File: src/hw/strap_sampler_pkg.sv
// Constants shared by the strap sampler and its register slave.
// Assumes a single 10 MHz clock domain and a 32-bit AXI4-Lite register port.
package strap_sampler_pkg;

  // ************************************************************
  // Strap and shared pin positions
  // ************************************************************
  localparam int STRAP_COUNT = 4;
  localparam int STRAP_BOOT = 0;
  localparam int STRAP_IRQ = 1;
  localparam int STRAP_TEST_A = 2;
  localparam int STRAP_TEST_B = 3;
  localparam logic [3:0] STRAP_DEFAULT = 4'h0;
  localparam int EXT_IRQ_COUNT = 4;

  // ************************************************************
  // Register map
  // ************************************************************
  localparam int AXI_ADDR_W = 4;
  localparam logic [3:0] OFFSET_STATUS = 4'h0;
  localparam logic [3:0] OFFSET_CONTROL = 4'h4;
  localparam int STATUS_CAPTURED_LSB = 0;
  localparam int STATUS_IN_RESET = 4;
  localparam int STATUS_IDLE_WAIT = 5;
  localparam int STATUS_CORE_RUN = 6;
  localparam int STATUS_TEST_FAULT = 7;
  localparam int CONTROL_BOOT_RELEASE = 0;
  localparam logic [1:0] RESP_OKAY = 2'h0;
  localparam logic [1:0] RESP_SLVERR = 2'h2;

  // ************************************************************
  // Sequencer states
  // ************************************************************
  typedef enum logic [1:0] {
    ST_RESET,
    ST_BOOT_MEM,
    ST_IDLE_WAIT,
    ST_RUN
  } boot_state_t;

endpackage

File: src/hw/reset_strap_mode_sampler.sv
// Strap capture during device reset, mode application after it, and an AXI4-Lite slave.
// Assumes board pulls or external logic set the strap pins while the device reset is low.
//
// The register offsets and the AXI4-Lite register port were chosen for this implementation.
`timescale 1ns/1ns
// Functional notes
// - While the device reset is asserted every strap input is sampled and the capture sets the modes.
// - An undriven strap, held low by the weak pull-down, is captured as zero.
// - A boot strap of zero starts the boot from external memory as soon as reset ends.
// - A boot strap of one leaves the device idle after reset until an outside master releases it.
// - An interrupt strap of zero leaves the four interrupt inputs disabled and level sensitive.
// - An interrupt strap of one enables the four interrupt inputs as edge sensitive at reset release.
module reset_strap_mode_sampler
  import strap_sampler_pkg::*;
(
  input wire logic I_REF_CLK,
  input wire logic I_RST_B,
  input wire logic I_CORE_RESET_B,
  input wire logic [STRAP_COUNT-1:0] I_STRAP_PIN,
  input wire logic [STRAP_COUNT-1:0] I_PIN_FUNCTION,
  output logic [STRAP_COUNT-1:0] O_STRAP_PIN,
  output logic [STRAP_COUNT-1:0] O_STRAP_PIN_OE,
  output logic O_BOOT_START,
  output logic O_CORE_RUN,
  output logic [EXT_IRQ_COUNT-1:0] O_EXT_IRQ_ENABLE,
  output logic [EXT_IRQ_COUNT-1:0] O_EXT_IRQ_EDGE,
  output logic O_TEST_STRAP_FAULT,
  input wire logic [AXI_ADDR_W-1:0] I_S_AXI_AWADDR,
  input wire logic I_S_AXI_AWVALID,
  output logic O_S_AXI_AWREADY,
  input wire logic [31:0] I_S_AXI_WDATA,
  input wire logic [3:0] I_S_AXI_WSTRB,
  input wire logic I_S_AXI_WVALID,
  output logic O_S_AXI_WREADY,
  output logic [1:0] O_S_AXI_BRESP,
  output logic O_S_AXI_BVALID,
  input wire logic I_S_AXI_BREADY,
  input wire logic [AXI_ADDR_W-1:0] I_S_AXI_ARADDR,
  input wire logic I_S_AXI_ARVALID,
  output logic O_S_AXI_ARREADY,
  output logic [31:0] O_S_AXI_RDATA,
  output logic [1:0] O_S_AXI_RRESP,
  output logic O_S_AXI_RVALID,
  input wire logic I_S_AXI_RREADY
);

  // ************************************************************
  // Pin synchronisers
  // ************************************************************
  logic core_reset_b_sync;
  logic [STRAP_COUNT-1:0] strap_sync;
  logic in_reset;

  // Reset and straps share one latency, so the last capture matches the last reset cycle.
  strap_pin_sync #(.WIDTH(1), .RESET_VAL(1'b0)) u_reset_sync (
    .i_clk(I_REF_CLK),
    .i_rst_b(I_RST_B),
    .i_pin(I_CORE_RESET_B),
    .o_level(core_reset_b_sync)
  );

  strap_pin_sync #(.WIDTH(STRAP_COUNT), .RESET_VAL(STRAP_DEFAULT)) u_strap_sync (
    .i_clk(I_REF_CLK),
    .i_rst_b(I_RST_B),
    .i_pin(I_STRAP_PIN),
    .o_level(strap_sync)
  );

  assign in_reset = !core_reset_b_sync;

  // ************************************************************
  // Strap capture and boot sequencer
  // ************************************************************
  boot_state_t state;
  boot_state_t next_state;
  logic [STRAP_COUNT-1:0] captured;
  logic [STRAP_COUNT-1:0] next_captured;
  logic next_boot_start;
  logic next_core_run;
  logic [EXT_IRQ_COUNT-1:0] next_irq_enable;
  logic [EXT_IRQ_COUNT-1:0] next_irq_edge;
  logic [STRAP_COUNT-1:0] next_pin_out;
  logic [STRAP_COUNT-1:0] next_pin_oe;
  logic next_test_fault;
  logic boot_release;

  always_comb begin
    next_state = state;
    next_captured = captured;
    if (in_reset) begin
      next_captured = strap_sync;
      next_state = ST_RESET;
    end else begin
      unique case (state)
        ST_RESET: begin
          if (captured[STRAP_BOOT]) begin
            next_state = ST_IDLE_WAIT;
          end else begin
            next_state = ST_BOOT_MEM;
          end
        end
        ST_BOOT_MEM: begin
          next_state = ST_RUN;
        end
        ST_IDLE_WAIT: begin
          if (boot_release) begin
            next_state = ST_RUN;
          end
        end
        ST_RUN: begin
          next_state = ST_RUN;
        end
      endcase
    end
    next_boot_start = (next_state == ST_BOOT_MEM);
    next_core_run = (next_state == ST_BOOT_MEM) || (next_state == ST_RUN);
    // Interrupt modes follow the capture only once reset has ended.
    next_irq_enable = '0;
    next_irq_edge = '0;
    if (next_state != ST_RESET && captured[STRAP_IRQ]) begin
      next_irq_enable = '1;
      next_irq_edge = '1;
    end
    // Shared pins float during reset so the straps can be read, then resume their normal use.
    next_pin_oe = (next_state == ST_RESET) ? '0 : '1;
    next_pin_out = (next_state == ST_RESET) ? '0 : I_PIN_FUNCTION;
    // Reserved test straps are only reported; the device cannot stop a board from driving them.
    next_test_fault = next_captured[STRAP_TEST_A] | next_captured[STRAP_TEST_B];
  end

  always_ff @(posedge I_REF_CLK or negedge I_RST_B) begin
    if (!I_RST_B) begin
      state <= ST_RESET;
      captured <= STRAP_DEFAULT;
      O_BOOT_START <= 1'b0;
      O_CORE_RUN <= 1'b0;
      O_EXT_IRQ_ENABLE <= '0;
      O_EXT_IRQ_EDGE <= '0;
      O_STRAP_PIN <= '0;
      O_STRAP_PIN_OE <= '0;
      O_TEST_STRAP_FAULT <= 1'b0;
    end else begin
      state <= next_state;
      captured <= next_captured;
      O_BOOT_START <= next_boot_start;
      O_CORE_RUN <= next_core_run;
      O_EXT_IRQ_ENABLE <= next_irq_enable;
      O_EXT_IRQ_EDGE <= next_irq_edge;
      O_STRAP_PIN <= next_pin_out;
      O_STRAP_PIN_OE <= next_pin_oe;
      O_TEST_STRAP_FAULT <= next_test_fault;
    end
  end

  // ************************************************************
  // AXI4-Lite register slave
  // ************************************************************
  logic aw_held;
  logic w_held;
  logic [AXI_ADDR_W-1:0] aw_addr;
  logic [31:0] w_data;
  logic [3:0] w_strb;
  logic next_aw_held;
  logic next_w_held;
  logic [AXI_ADDR_W-1:0] next_aw_addr;
  logic [31:0] next_w_data;
  logic [3:0] next_w_strb;
  logic next_awready;
  logic next_wready;
  logic next_bvalid;
  logic [1:0] next_bresp;
  logic next_boot_release;
  logic next_arready;
  logic next_rvalid;
  logic [31:0] next_rdata;
  logic [1:0] next_rresp;
  logic [31:0] status_word;

  always_comb begin
    status_word = '0;
    status_word[STATUS_CAPTURED_LSB +: STRAP_COUNT] = captured;
    status_word[STATUS_IN_RESET] = in_reset;
    status_word[STATUS_IDLE_WAIT] = (state == ST_IDLE_WAIT);
    status_word[STATUS_CORE_RUN] = O_CORE_RUN;
    status_word[STATUS_TEST_FAULT] = O_TEST_STRAP_FAULT;
  end

  always_comb begin
    next_aw_held = aw_held;
    next_w_held = w_held;
    next_aw_addr = aw_addr;
    next_w_data = w_data;
    next_w_strb = w_strb;
    next_bvalid = O_S_AXI_BVALID;
    next_bresp = O_S_AXI_BRESP;
    next_boot_release = 1'b0;
    if (O_S_AXI_BVALID && I_S_AXI_BREADY) begin
      next_bvalid = 1'b0;
    end
    if (I_S_AXI_AWVALID && O_S_AXI_AWREADY) begin
      next_aw_held = 1'b1;
      next_aw_addr = I_S_AXI_AWADDR;
    end
    if (I_S_AXI_WVALID && O_S_AXI_WREADY) begin
      next_w_held = 1'b1;
      next_w_data = I_S_AXI_WDATA;
      next_w_strb = I_S_AXI_WSTRB;
    end
    if (aw_held && w_held && !O_S_AXI_BVALID) begin
      next_aw_held = 1'b0;
      next_w_held = 1'b0;
      next_bvalid = 1'b1;
      next_bresp = RESP_OKAY;
      if (aw_addr[AXI_ADDR_W-1:2] == OFFSET_CONTROL[AXI_ADDR_W-1:2]) begin
        next_boot_release = w_strb[0] && w_data[CONTROL_BOOT_RELEASE];
      end else if (aw_addr[AXI_ADDR_W-1:2] != OFFSET_STATUS[AXI_ADDR_W-1:2]) begin
        next_bresp = RESP_SLVERR;
      end
    end
    next_awready = !next_aw_held;
    next_wready = !next_w_held;
    next_rvalid = O_S_AXI_RVALID;
    next_rdata = O_S_AXI_RDATA;
    next_rresp = O_S_AXI_RRESP;
    if (O_S_AXI_RVALID && I_S_AXI_RREADY) begin
      next_rvalid = 1'b0;
    end
    if (I_S_AXI_ARVALID && O_S_AXI_ARREADY) begin
      next_rvalid = 1'b1;
      next_rresp = RESP_OKAY;
      next_rdata = '0;
      if (I_S_AXI_ARADDR[AXI_ADDR_W-1:2] == OFFSET_STATUS[AXI_ADDR_W-1:2]) begin
        next_rdata = status_word;
      end else if (I_S_AXI_ARADDR[AXI_ADDR_W-1:2] != OFFSET_CONTROL[AXI_ADDR_W-1:2]) begin
        next_rresp = RESP_SLVERR;
      end
    end
    next_arready = !next_rvalid;
  end

  always_ff @(posedge I_REF_CLK or negedge I_RST_B) begin
    if (!I_RST_B) begin
      aw_held <= 1'b0;
      w_held <= 1'b0;
      aw_addr <= '0;
      w_data <= '0;
      w_strb <= '0;
      O_S_AXI_AWREADY <= 1'b0;
      O_S_AXI_WREADY <= 1'b0;
      O_S_AXI_BVALID <= 1'b0;
      O_S_AXI_BRESP <= RESP_OKAY;
      boot_release <= 1'b0;
      O_S_AXI_ARREADY <= 1'b0;
      O_S_AXI_RVALID <= 1'b0;
      O_S_AXI_RDATA <= '0;
      O_S_AXI_RRESP <= RESP_OKAY;
    end else begin
      aw_held <= next_aw_held;
      w_held <= next_w_held;
      aw_addr <= next_aw_addr;
      w_data <= next_w_data;
      w_strb <= next_w_strb;
      O_S_AXI_AWREADY <= next_awready;
      O_S_AXI_WREADY <= next_wready;
      O_S_AXI_BVALID <= next_bvalid;
      O_S_AXI_BRESP <= next_bresp;
      boot_release <= next_boot_release;
      O_S_AXI_ARREADY <= next_arready;
      O_S_AXI_RVALID <= next_rvalid;
      O_S_AXI_RDATA <= next_rdata;
      O_S_AXI_RRESP <= next_rresp;
    end
  end
endmodule

File: src/hw/strap_pin_sync.sv
// Three-stage synchroniser with an agreement filter for pin inputs.
// Assumes inputs are asynchronous to i_clk; output changes only when stages two and three agree.
`timescale 1ns/1ns
module strap_pin_sync #(
  parameter int WIDTH = 1,
  parameter logic [WIDTH-1:0] RESET_VAL = '0
) (
  input wire logic i_clk,
  input wire logic i_rst_b,
  input wire logic [WIDTH-1:0] i_pin,
  output logic [WIDTH-1:0] o_level
);

  if (WIDTH < 1) begin : g_width_check
    $error("strap_pin_sync needs WIDTH of at least one");
  end

  logic [WIDTH-1:0] stage1;
  logic [WIDTH-1:0] stage2;
  logic [WIDTH-1:0] stage3;
  logic [WIDTH-1:0] next_level;

  // The first stage feeds only the second; the filter looks at stages two and three.
  always_comb begin
    next_level = (stage2 & stage3) | (o_level & (stage2 ^ stage3));
  end

  always_ff @(posedge i_clk or negedge i_rst_b) begin
    if (!i_rst_b) begin
      stage1 <= RESET_VAL;
      stage2 <= RESET_VAL;
      stage3 <= RESET_VAL;
      o_level <= RESET_VAL;
    end else begin
      stage1 <= i_pin;
      stage2 <= stage1;
      stage3 <= stage2;
      o_level <= next_level;
    end
  end

endmodule

File: config.mk
export PLATFORM = sky130hd
export DESIGN_NAME = reset_strap_mode_sampler
export DESIGN_NICKNAME = d
export VERILOG_FILES = /design/src/hw/strap_sampler_pkg.sv /design/src/hw/reset_strap_mode_sampler.sv /design/src/hw/strap_pin_sync.sv
export SDC_FILE = /design/constraint.sdc
export NUM_CORES = 1
export LEC_CHECK = 0
export BUFFER_PORTS_ARGS = -buffer_cell sky130_fd_sc_hd__buf_2
export CORE_MARGIN = 2
export CORE_UTILIZATION = 44
export DETAILED_ROUTE_END_ITERATION = 6
export MAX_ROUTING_LAYER = met4
export PLACE_DENSITY = 0.81
export SYNTH_ARGS = -nofsm -noshare
export SYNTH_HDL_FRONTEND = slang
export SYNTH_SLANG_ARGS = --single-unit
File: constraint.sdc
create_clock -name I_REF_CLK -period 1.4 [get_ports I_REF_CLK]
set_input_delay 0.21 -clock I_REF_CLK [delete_from_list [all_inputs] [get_ports I_REF_CLK]]
set_output_delay 0.21 -clock I_REF_CLK [all_outputs]
set_load 0.01 [all_outputs]
==> results.sh, run 1 <==
export IMPL_outcome="complete, no violations"
export IMPL_synth_xor_area_frac=0
export IMPL_drc_errors=0
export IMPL_cpLargestDelayFamily="flip-flops"
export IMPL_gp_congestion=0.704
export IMPL_cts_resized=0
export IMPL_drive_gt1_frac=0.355
export IMPL_r2r_end="O_TEST_STRAP_FAULT"
export IMPL_critPathBufInv=1
export IMPL_crit_fanout=5
export IMPL_powerDensity_nw_per_um2=1480
export IMPL_swShare=0.270
export IMPL_postCtsHoldBufs=1
export IMPL_worstPathRequired_ns=1.19
export IMPL_p_seq_frac=0.564
export IMPL_setup_viol=0
export IMPL_endpoint_kind="primary output"
export IMPL_period_share=0.789
export IMPL_start_util=0.459
export IMPL_cts_root_buffer="clkbuf_8"
export IMPL_ios=120
export IMPL_clock_sinks=56
export IMPL_fin_nets=275
export IMPL_p_int_mw=2.71
export IMPL_top_usage_layer="met2"
export IMPL_synth_top_cell_by_area="dfrtp_1"
export IMPL_cts_tree="yes"
export IMPL_ant_nets=0
export IMPL_finalClockSkew_ns=0.00623
export IMPL_cts_buffer_depth=2
export IMPL_crit_chain="buf_2"
export IMPL_grt_pass1_vias=1056
export IMPL_clkPwrFrac=0.231
export IMPL_synthTopCellsByArea="dfrtp_1 64%, buf_4 13%, mux2_2 4.1%"
export IMPL_r2r_start="u_reset_sync.o_level"
export IMPL_vias_per_cell=4.21
export IMPL_drt_wl_total_um=2960
export IMPL_drtIter0Drc=37
export IMPL_drtPass1Iterations=2
export IMPL_synth_area_um2=2180
export IMPL_wl_per_cell_um=10.6
export IMPL_final_hold_violation_count=0
export IMPL_area_sequential_um2=1400
export IMPL_die_width_um=74.4
export IMPL_min_delay_path_class="primary input to register"
export IMPL_r2r_setup_slack_ns=0.31
export IMPL_met3_usage=0.0366
export IMPL_finalMaxSlewViolations=0
export IMPL_die_area_um2=5540
export IMPL_clock_fmax_mhz=906
export IMPL_switchingPower_mw=1.01
export IMPL_maxCapViolCount=0
export IMPL_crit_slowest_cell="dfrtp_1"
export IMPL_ys_async_sr_fraction=1.00
export IMPL_hold_end="u_strap_sync.stage1[1]"
export IMPL_r2r_cells=2
export IMPL_grt_antenna_before_repair=0
export IMPL_yosysUniqueCellTypes=23
export IMPL_die_h_um=74.4
export IMPL_worst_skew_pair_late_latency_ns=0.30
export IMPL_multi_input_area_um2=571
export IMPL_rows=25
export IMPL_grt_max_degree=57
export IMPL_post_route_min_period_ns=1.10
export IMPL_setup_tns_ns=0
export IMPL_yosys_cell_count_top_type="dfrtp_1"
export IMPL_muxShareOfSynthArea=0.0551
export IMPL_combPwrFrac=0.205
export IMPL_cpPeakStageDelay_ns=0.43
export IMPL_clkTransAtPathRegs_ns=0.09
export IMPL_min_from="I_STRAP_PIN[1]"
export IMPL_synth_compound_area_share=0.0723
export IMPL_synthFlopType="dfrtp_1"
export IMPL_final_util=0.529
export IMPL_synth_edf_count=0
export IMPL_hold_depth=1
export IMPL_syn_avg_cell_area_um2=14.1
export IMPL_synthAdderAreaFrac=0.0287
export IMPL_synth_top_area_share=0.643
export IMPL_synth_warnings=0
export IMPL_synth_commonest_cells="56 x dfrtp_1, 37 x buf_4, 9 x and2_1, 8 x mux2_2, 7 x a22o_1"
export IMPL_grt_use_met1=0.139
export IMPL_rsz0062_at_grt="false"
export IMPL_start_kind="register"
export IMPL_critPathKind="register to primary output"
export IMPL_static_leakage_power_nw=1.35
export IMPL_syn_inst=155
export IMPL_htree_levels=2
export IMPL_synthSimpleGateAreaFrac=0.0608
export IMPL_crit_arrival_ns=0.89
export IMPL_overflow=0
export IMPL_seq_area_frac_synth=0.643
export IMPL_core_um2=4750
export IMPL_grtUsageTotal=0.115
export IMPL_hpwl_um=2140
export IMPL_area_growth_pct=15.4
export IMPL_peakVddDrop_v=0.000840
export IMPL_diodes=0
export IMPL_met2_usage=0.172
export IMPL_cts_buffers=5
export IMPL_vias=1171
export IMPL_synth_top_family_by_area="buffers and inverters"
export IMPL_port_buffers=55
export IMPL_fillerInstances=423
export IMPL_synth_seq_cells=56
export IMPL_postCtsSetupBuffers=0
export IMPL_grt_pass1_wl_um=4570
-- layer usage --
metal | routed length (µm) | vias up
met4 | 59 | 0
met1 | 1360 | 537
met3 | 215 | 7
met5 | 0 | -
li1 | - | 573
met2 | 1330 | 54
-- worst register-to-register path, delay by kind of cell, from the launching register on --
kind,cells,cell delay (ns)
mux,1,0.32
flops,1,0.44
simple gates,1,0.22
-- metrics by stage --
step	hold slack, ns	area (µm²)	setup slack, ns	instances	power (mW)
after detailed placement	0.227	2380	0.321	265	2.89
after global routing	0.00657	2520	0.215	278	3.95
final	0.0141	2520	0.296	278	3.72
after global placement	0.225	2380	0.331	265	2.86
after CTS	0.000235	2480	0.280	274	3.76
after floorplan	-0.0856	2270	0.284	180	2.67
-- power by group through the flow --
stage	combinational, mW	clock [mW]	sequential [mW]
after global placement	0.742	0	2.12
after floorplan	0.514	0	2.16
after CTS	0.766	0.890	2.10
after detailed placement	0.767	0	2.13
after global routing	0.850	0.961	2.14
final	0.763	0.858	2.10
-- cell type report --
cell class              instances  area share
flip-flops and latches         56       0.557
multi-input cells              81       0.227
repair buffers                 63       0.143
clock buffers                   8      0.0358
well taps                      67      0.0333
inverters                       3     0.00447
-- logic make-up after synthesis --
family / count (synthesis)
muxes: 10
AOI/OAI and AO/OA: 21
other: 1
adders and majority gates: 5
DFF: 56
buffers and inverters: 43
and+or+nand+nor: 19
-- worst max path at each step --
| stage | from | endpoint | slack, ns | cells past startpoint |
|---|---|---|---|---|
| 2_1_floorplan | O_S_AXI_ARREADY | O_S_AXI_RRESP[1] | 0.28 | 3 |
| 3_3_place_gp | u_reset_sync.o_level | O_TEST_STRAP_FAULT | 0.33 | 2 |
| 3_5_place_dp | u_reset_sync.o_level | O_TEST_STRAP_FAULT | 0.32 | 2 |
| 4_1_cts | O_EXT_IRQ_EDGE[2] | O_EXT_IRQ_EDGE[1] | 0.28 | 1 |
| 5_1_grt | O_EXT_IRQ_EDGE[2] | O_EXT_IRQ_EDGE[0] | 0.22 | 1 |
| 6_report | O_CORE_RUN | O_CORE_RUN | 0.30 | 1 |
-- registers in the layout, indices dropped and copies added, names as in the netlist, 2 cells and up --
name,flops
u_strap_sync.stage1,4
u_strap_sync.stage2,4
u_strap_sync.stage3,4
O_S_AXI_RDATA,8
u_strap_sync.o_level,4
captured,4
O_STRAP_PIN,4
aw_addr,2
-- placed cells by master, fill, tap and decap left out, types with 2 or more instances in the layout --
cell type and count:
dfrtp_1 56, mux2_4 2, mux2_2 8, and2_1 9
a21o_1 6, clkbuf_1 2, conb_1 26, ha_1 5
buf_4 2, buf_2 55, inv_1 3, clkbuf_8 6
nor2_1 3, dlygate4sd3_1 5, o21ai_0 4, a22o_1 7
o21a_1 3
(Power assumes the default switching activity.)
==> run 2: changes to the inputs <==
- CORE_UTILIZATION: 44 -> 40
- PLACE_DENSITY: 0.81 -> 0.78
- clock period: 1.4 -> 1 ns (I/O delays scaled with it)
==> results.sh, run 2 (same netlist as run 1, synthesis figures left out) <==
export IMPL_endpoint_kind="register"
export IMPL_setup_tns_ns=-0.538
export IMPL_drtIter0Drc=60
export IMPL_multi_input_area_um2=601
export IMPL_cts_root_buffer="clkbuf_8"
export IMPL_postPlaceCellArea_um2=2410
export IMPL_r2r_end="O_TEST_STRAP_FAULT"
export IMPL_maxCapViolCount=0
export IMPL_drt_wl_total_um=3320
export IMPL_min_delay_path_class="primary input to register"
export IMPL_outcome="finished with violations"
export IMPL_crit_arrival_ns=1.28
export IMPL_cts_buffer_depth=2
export IMPL_finalPower_mw=5.61
export IMPL_die_h_um=77.8
export IMPL_critPathBufInv=0
export IMPL_fin_area_um2=2670
export IMPL_hpwl_um=2240
export IMPL_wl_per_cell_um=11.3
export IMPL_htree_levels=2
export IMPL_start_util=0.422
export IMPL_clock_sinks=56
export IMPL_violations="setup timing"
export IMPL_cpLargestDelayFamily="flip-flops"
export IMPL_gp_congestion=0.709
export IMPL_fin_nets=287
export IMPL_largest_register_ffs=8
export IMPL_cpPeakStageDelay_ns=0.45
export IMPL_drtPass1Iterations=2
export IMPL_grtUsageTotal=0.112
export IMPL_finalClockSkew_ns=0.00604
export IMPL_post_route_min_period_ns=1.08
export IMPL_clkTransAtPathRegs_ns=0.10
export IMPL_dp_cells=270
export IMPL_peakVddDrop_v=0.00104
export IMPL_finalNonFillerCells=293
export IMPL_finalMaxSlewViolations=0
export IMPL_overflow=0
export IMPL_grt_max_degree=57
export IMPL_critPathKind="register to register"
export IMPL_worst_skew_pair_late_latency_ns=0.30
export IMPL_core_um2=5170
export IMPL_fillerInstances=452
export IMPL_grt_use_met1=0.135
export IMPL_clock_fmax_mhz=923
export IMPL_largest_register="O_S_AXI_RDATA"
export IMPL_start_kind="register"
export IMPL_final_cell_mix="55 x dfrtp_1, 55 x buf_2, 26 x conb_1, 11 x buf_4, 7 x a22o_1"
export IMPL_port_buffers=55
export IMPL_crit_fanout=4
export IMPL_crit_slowest_cell="dfrtp_2"
export IMPL_r2r_cells=2
export IMPL_r2r_start="u_reset_sync.o_level"
export IMPL_area_sequential_um2=1400
export IMPL_min_from="I_S_AXI_BREADY"
export IMPL_die_area_um2=6060
export IMPL_cts_tree="yes"
export IMPL_static_leakage_power_nw=1.44
export IMPL_r2r_setup_slack_ns=-0.08
export IMPL_grt_pass1_wl_um=5150
export IMPL_top_usage_layer="met2"
export IMPL_die_width_um=77.8
export IMPL_rows=26
export IMPL_vias_per_cell=4.09
export IMPL_diodes=0
export IMPL_setup_ws_ns=-0.0838
export IMPL_drive_gt1_frac=0.422
export IMPL_grt_antenna_before_repair=0
export IMPL_period_share=1.08
export IMPL_ios=120
export IMPL_crit_chain="mux2_4, or2_1"
export IMPL_ant_nets=0
export IMPL_met2_usage=0.177
export IMPL_powerDensity_nw_per_um2=2100
export IMPL_grt_pass1_vias=1127
export IMPL_cts_buffers=5
export IMPL_hold_depth=2
export IMPL_vias=1198
export IMPL_final_hold_violation_count=0
export IMPL_rsz0062_at_grt="true"
export IMPL_met3_usage=0.0314
export IMPL_hold_end="O_S_AXI_BVALID"
export IMPL_setup_viol=17
export IMPL_final_util=0.517
export IMPL_drc_errors=0
export IMPL_area_growth_pct=22.6
export IMPL_worstPathRequired_ns=1.20
==> run 2: changes by cell type in the layout (fill, tap and decap cells not counted), moves of 2 or more <==
cell | before | now
and2_1 | 9 | 6
clkbuf_1 | 2 | 0
mux2_4 | 2 | 5
buf_6 | 0 | 2
and2_4 | 0 | 3
buf_4 | 2 | 11
mux2_2 | 8 | 5
==> run 2: how the worst max path moves through the flow <==
stage	cells after the start	to	slack, ns	startpoint
detailed placement	2	O_TEST_STRAP_FAULT	-0.06	u_reset_sync.o_level
finish	2	O_TEST_STRAP_FAULT	-0.08	u_reset_sync.o_level
global placement	2	O_TEST_STRAP_FAULT	-0.06	u_reset_sync.o_level
global route	2	O_TEST_STRAP_FAULT	-0.11	u_reset_sync.o_level
floorplan	2	O_TEST_STRAP_FAULT	-0.04	u_reset_sync.o_level
CTS	2	O_TEST_STRAP_FAULT	-0.07	u_reset_sync.o_level
==> run 2: final cells by class <==
cell class | instances | share of cell area
multi-input combinational | 81 | 0.225
timing repair buffer | 75 | 0.172
clock buffer | 5 | 0.0257
tap | 70 | 0.0328
clock inverter | 3 | 0.0159
sequential | 56 | 0.525
inverter | 3 | 0.00421
==> run 2: routing by layer <==
layer  wire (µm)  vias to the layer above
li1            -                      583
met3         231                        5
met1        1440                      561
met5           0                        -
met2        1600                       49
met4          48                        0
==> run 2: per-stage QoR <==
stage                     hold slack (ns)  worst slack [ns]
after floorplan                    -0.146           -0.0378
after global placement              0.166           -0.0564
after detailed placement            0.174           -0.0630
after CTS                          0.0278           -0.0746
after global routing               0.0401            -0.107
final                              0.0287           -0.0838
==> run 2: repair_timing <==
action / CTS / global route
pin swaps: 2 / 6
hold buffers: 6 / 0
buffers inserted: 1 / 8
resized for setup: 1 / 8
hold endpoints to repair: 61 / 0
gates cloned: 0 / 0
setup endpoints to repair: 24 / 41
==> run 2: where the power goes <==
| part | total (mW) | switching (mW) | internal [mW] |
|---|---|---|---|
| Sequential | 2.94 | 0.266 | 2.67 |
| Clock | 1.42 | 0.682 | 0.741 |
| Combinational | 1.25 | 0.553 | 0.698 |
==> run 3: changes to the inputs <==
- TNS_END_PERCENT: unset -> 50
==> results.sh, run 3 (same netlist as run 1, synthesis figures left out) <==
export IMPL_setup_ws_ns=-0.0812
export IMPL_grt_pass1_vias=1140
export IMPL_largest_register="O_S_AXI_RDATA"
export IMPL_clkTransAtPathRegs_ns=0.10
export IMPL_final_cell_mix="55 x dfrtp_1, 55 x buf_2, 26 x conb_1, 7 x a22o_1"
export IMPL_violations="setup timing"
export IMPL_drtPass1Iterations=3
export IMPL_start_util=0.422
export IMPL_critPathKind="register to register"
export IMPL_fin_area_um2=2640
export IMPL_ios=120
export IMPL_grt_max_degree=57
export IMPL_fillerInstances=466
export IMPL_outcome="finished with violations"
export IMPL_postPlaceCellArea_um2=2390
export IMPL_min_delay_path_class="primary input to register"
export IMPL_p_int_mw=4.08
export IMPL_drtIter0Drc=57
export IMPL_wl_per_cell_um=10.7
export IMPL_die_h_um=77.8
export IMPL_cpPeakStageDelay_ns=0.45
export IMPL_finalPower_mw=5.56
export IMPL_final_hold_violation_count=0
export IMPL_cts_root_buffer="clkbuf_8"
export IMPL_swShare=0.267
export IMPL_drive_gt1_frac=0.415
export IMPL_p_seq_frac=0.529
export IMPL_cts_buffer_depth=2
export IMPL_wl_met2_um=1440
export IMPL_peakVddDrop_v=0.00173
export IMPL_largest_register_ffs=8
export IMPL_die_width_um=77.8
export IMPL_finalMaxSlewViolations=0
export IMPL_period_share=1.08
export IMPL_critPathBufInv=0
export IMPL_clkPwrFrac=0.257
export IMPL_top_layer_used="met4"
export IMPL_final_util=0.510
export IMPL_setup_viol=16
export IMPL_vias_per_cell=4.22
export IMPL_cts_buffers=5
export IMPL_finalClockSkew_ns=0.00575
export IMPL_setup_tns_ns=-0.590
export IMPL_switchingPower_mw=1.48
export IMPL_cts_tree="yes"
export IMPL_grt_pass1_wl_um=4970
export IMPL_hpwl_um=2140
export IMPL_cp_startpoint="u_reset_sync.o_level"
export IMPL_maxCapViolCount=0
export IMPL_endpoint_kind="register"
export IMPL_worstPathRequired_ns=1.20
export IMPL_post_route_min_period_ns=1.08
export IMPL_combPwrFrac=0.215
export IMPL_powerDensity_nw_per_um2=2110
export IMPL_clock_sinks=56
export IMPL_finalNonFillerCells=287
export IMPL_crit_arrival_ns=1.28
export IMPL_r2r_start="u_reset_sync.o_level"
export IMPL_vias=1211
export IMPL_area_growth_pct=20.9
export IMPL_clock_fmax_mhz=925
export IMPL_port_buffers=55
export IMPL_htree_levels=2
export IMPL_min_from="I_S_AXI_BREADY"
export IMPL_static_leakage_power_nw=1.41
export IMPL_die_area_um2=6060
export IMPL_fin_nets=281
export IMPL_rsz0062_at_grt="true"
export IMPL_grtUsageTotal=0.109
export IMPL_crit_slowest_cell="dfrtp_2"
export IMPL_crit_chain="mux2_4, or2_1"
export IMPL_diodes=0
export IMPL_drc_errors=0
export IMPL_core_um2=5170
export IMPL_gp_congestion=0.674
export IMPL_dr_wl_met3_um=246
export IMPL_cpLargestDelayFamily="flip-flops"
export IMPL_drt_wl_total_um=3060
export IMPL_crit_fanout=4
export IMPL_wl_met1_um=1300
export IMPL_ant_nets=0
export IMPL_dp_cells=269
export IMPL_rows=26
export IMPL_start_kind="register"
export IMPL_worst_skew_pair_late_latency_ns=0.30
export IMPL_grt_antenna_before_repair=0
export IMPL_overflow=0
[run 3: cell count changes in the layout (fill, tap and decap cells not counted), sizes merged]
| cell | delta |
|---|---|
| buf | -6 |
[run 3: timing repair]
action                                 in CTS  in global routing
cloned                                      0                  0
pin swaps                                   1                  4
endpoints found under the hold margin      61                  0
setup endpoints to repair                  28                 44
hold buffers                                6                  0
gates resized for setup                     4                  8
buffers inserted                            1                  3
[run 3: area by class of cell]
cell class                 count  area [µm²]  area share
tap                           70        87.6      0.0332
clock buffer                   5        68.8      0.0261
timing repair buffer          69         415       0.158
clock inverter                 3        42.5      0.0161
multi-input combinational     81         608       0.231
sequential                    56        1400       0.532
inverter                       3        11.3     0.00427
[run 3: worst register-to-register path, cell delays in order (launching register included)]
cell and delay (ns):
dfrtp_2 0.45, mux2_4 0.31, or2_1 0.22
[run 3: final timing paths]
path	to	slack [ns]	cells after the start
max in group asynchronous	u_reset_sync.o_level	0.39	3
max reg2reg	O_TEST_STRAP_FAULT	-0.08	2
max	O_TEST_STRAP_FAULT	-0.08	2
min	O_S_AXI_BVALID	0.02	2
min reg2reg	u_strap_sync.stage2[0]	0.35	0
min in group asynchronous	O_S_AXI_RDATA[5]	0.37	3
[run 3: stage by stage]
step	hold slack [ns]	worst slack, ns
2_1_floorplan	-0.146	-0.0378
3_3_place_gp	0.166	-0.0553
3_5_place_dp	0.172	-0.0669
4_1_cts	0.0139	-0.0792
5_1_grt	0.0270	-0.114
6_report	0.0170	-0.0812
[run 3: per-layer routing]
layer	GRT usage	vias to the layer above
li1	-	577
met1	0.122	574
met2	0.172	52
met3	0.0372	8
met4	0.0589	0
met5	-	-
[run 3: power by group through the flow]
stage | clock [mW] | combinational [mW] | sequential [mW]
2_1_floorplan | 0 | 0.735 | 3.02
3_3_place_gp | 0 | 1.09 | 2.96
3_5_place_dp | 0 | 1.11 | 2.98
4_1_cts | 1.48 | 1.17 | 2.94
5_1_grt | 1.59 | 1.33 | 3.00
6_report | 1.43 | 1.19 | 2.94
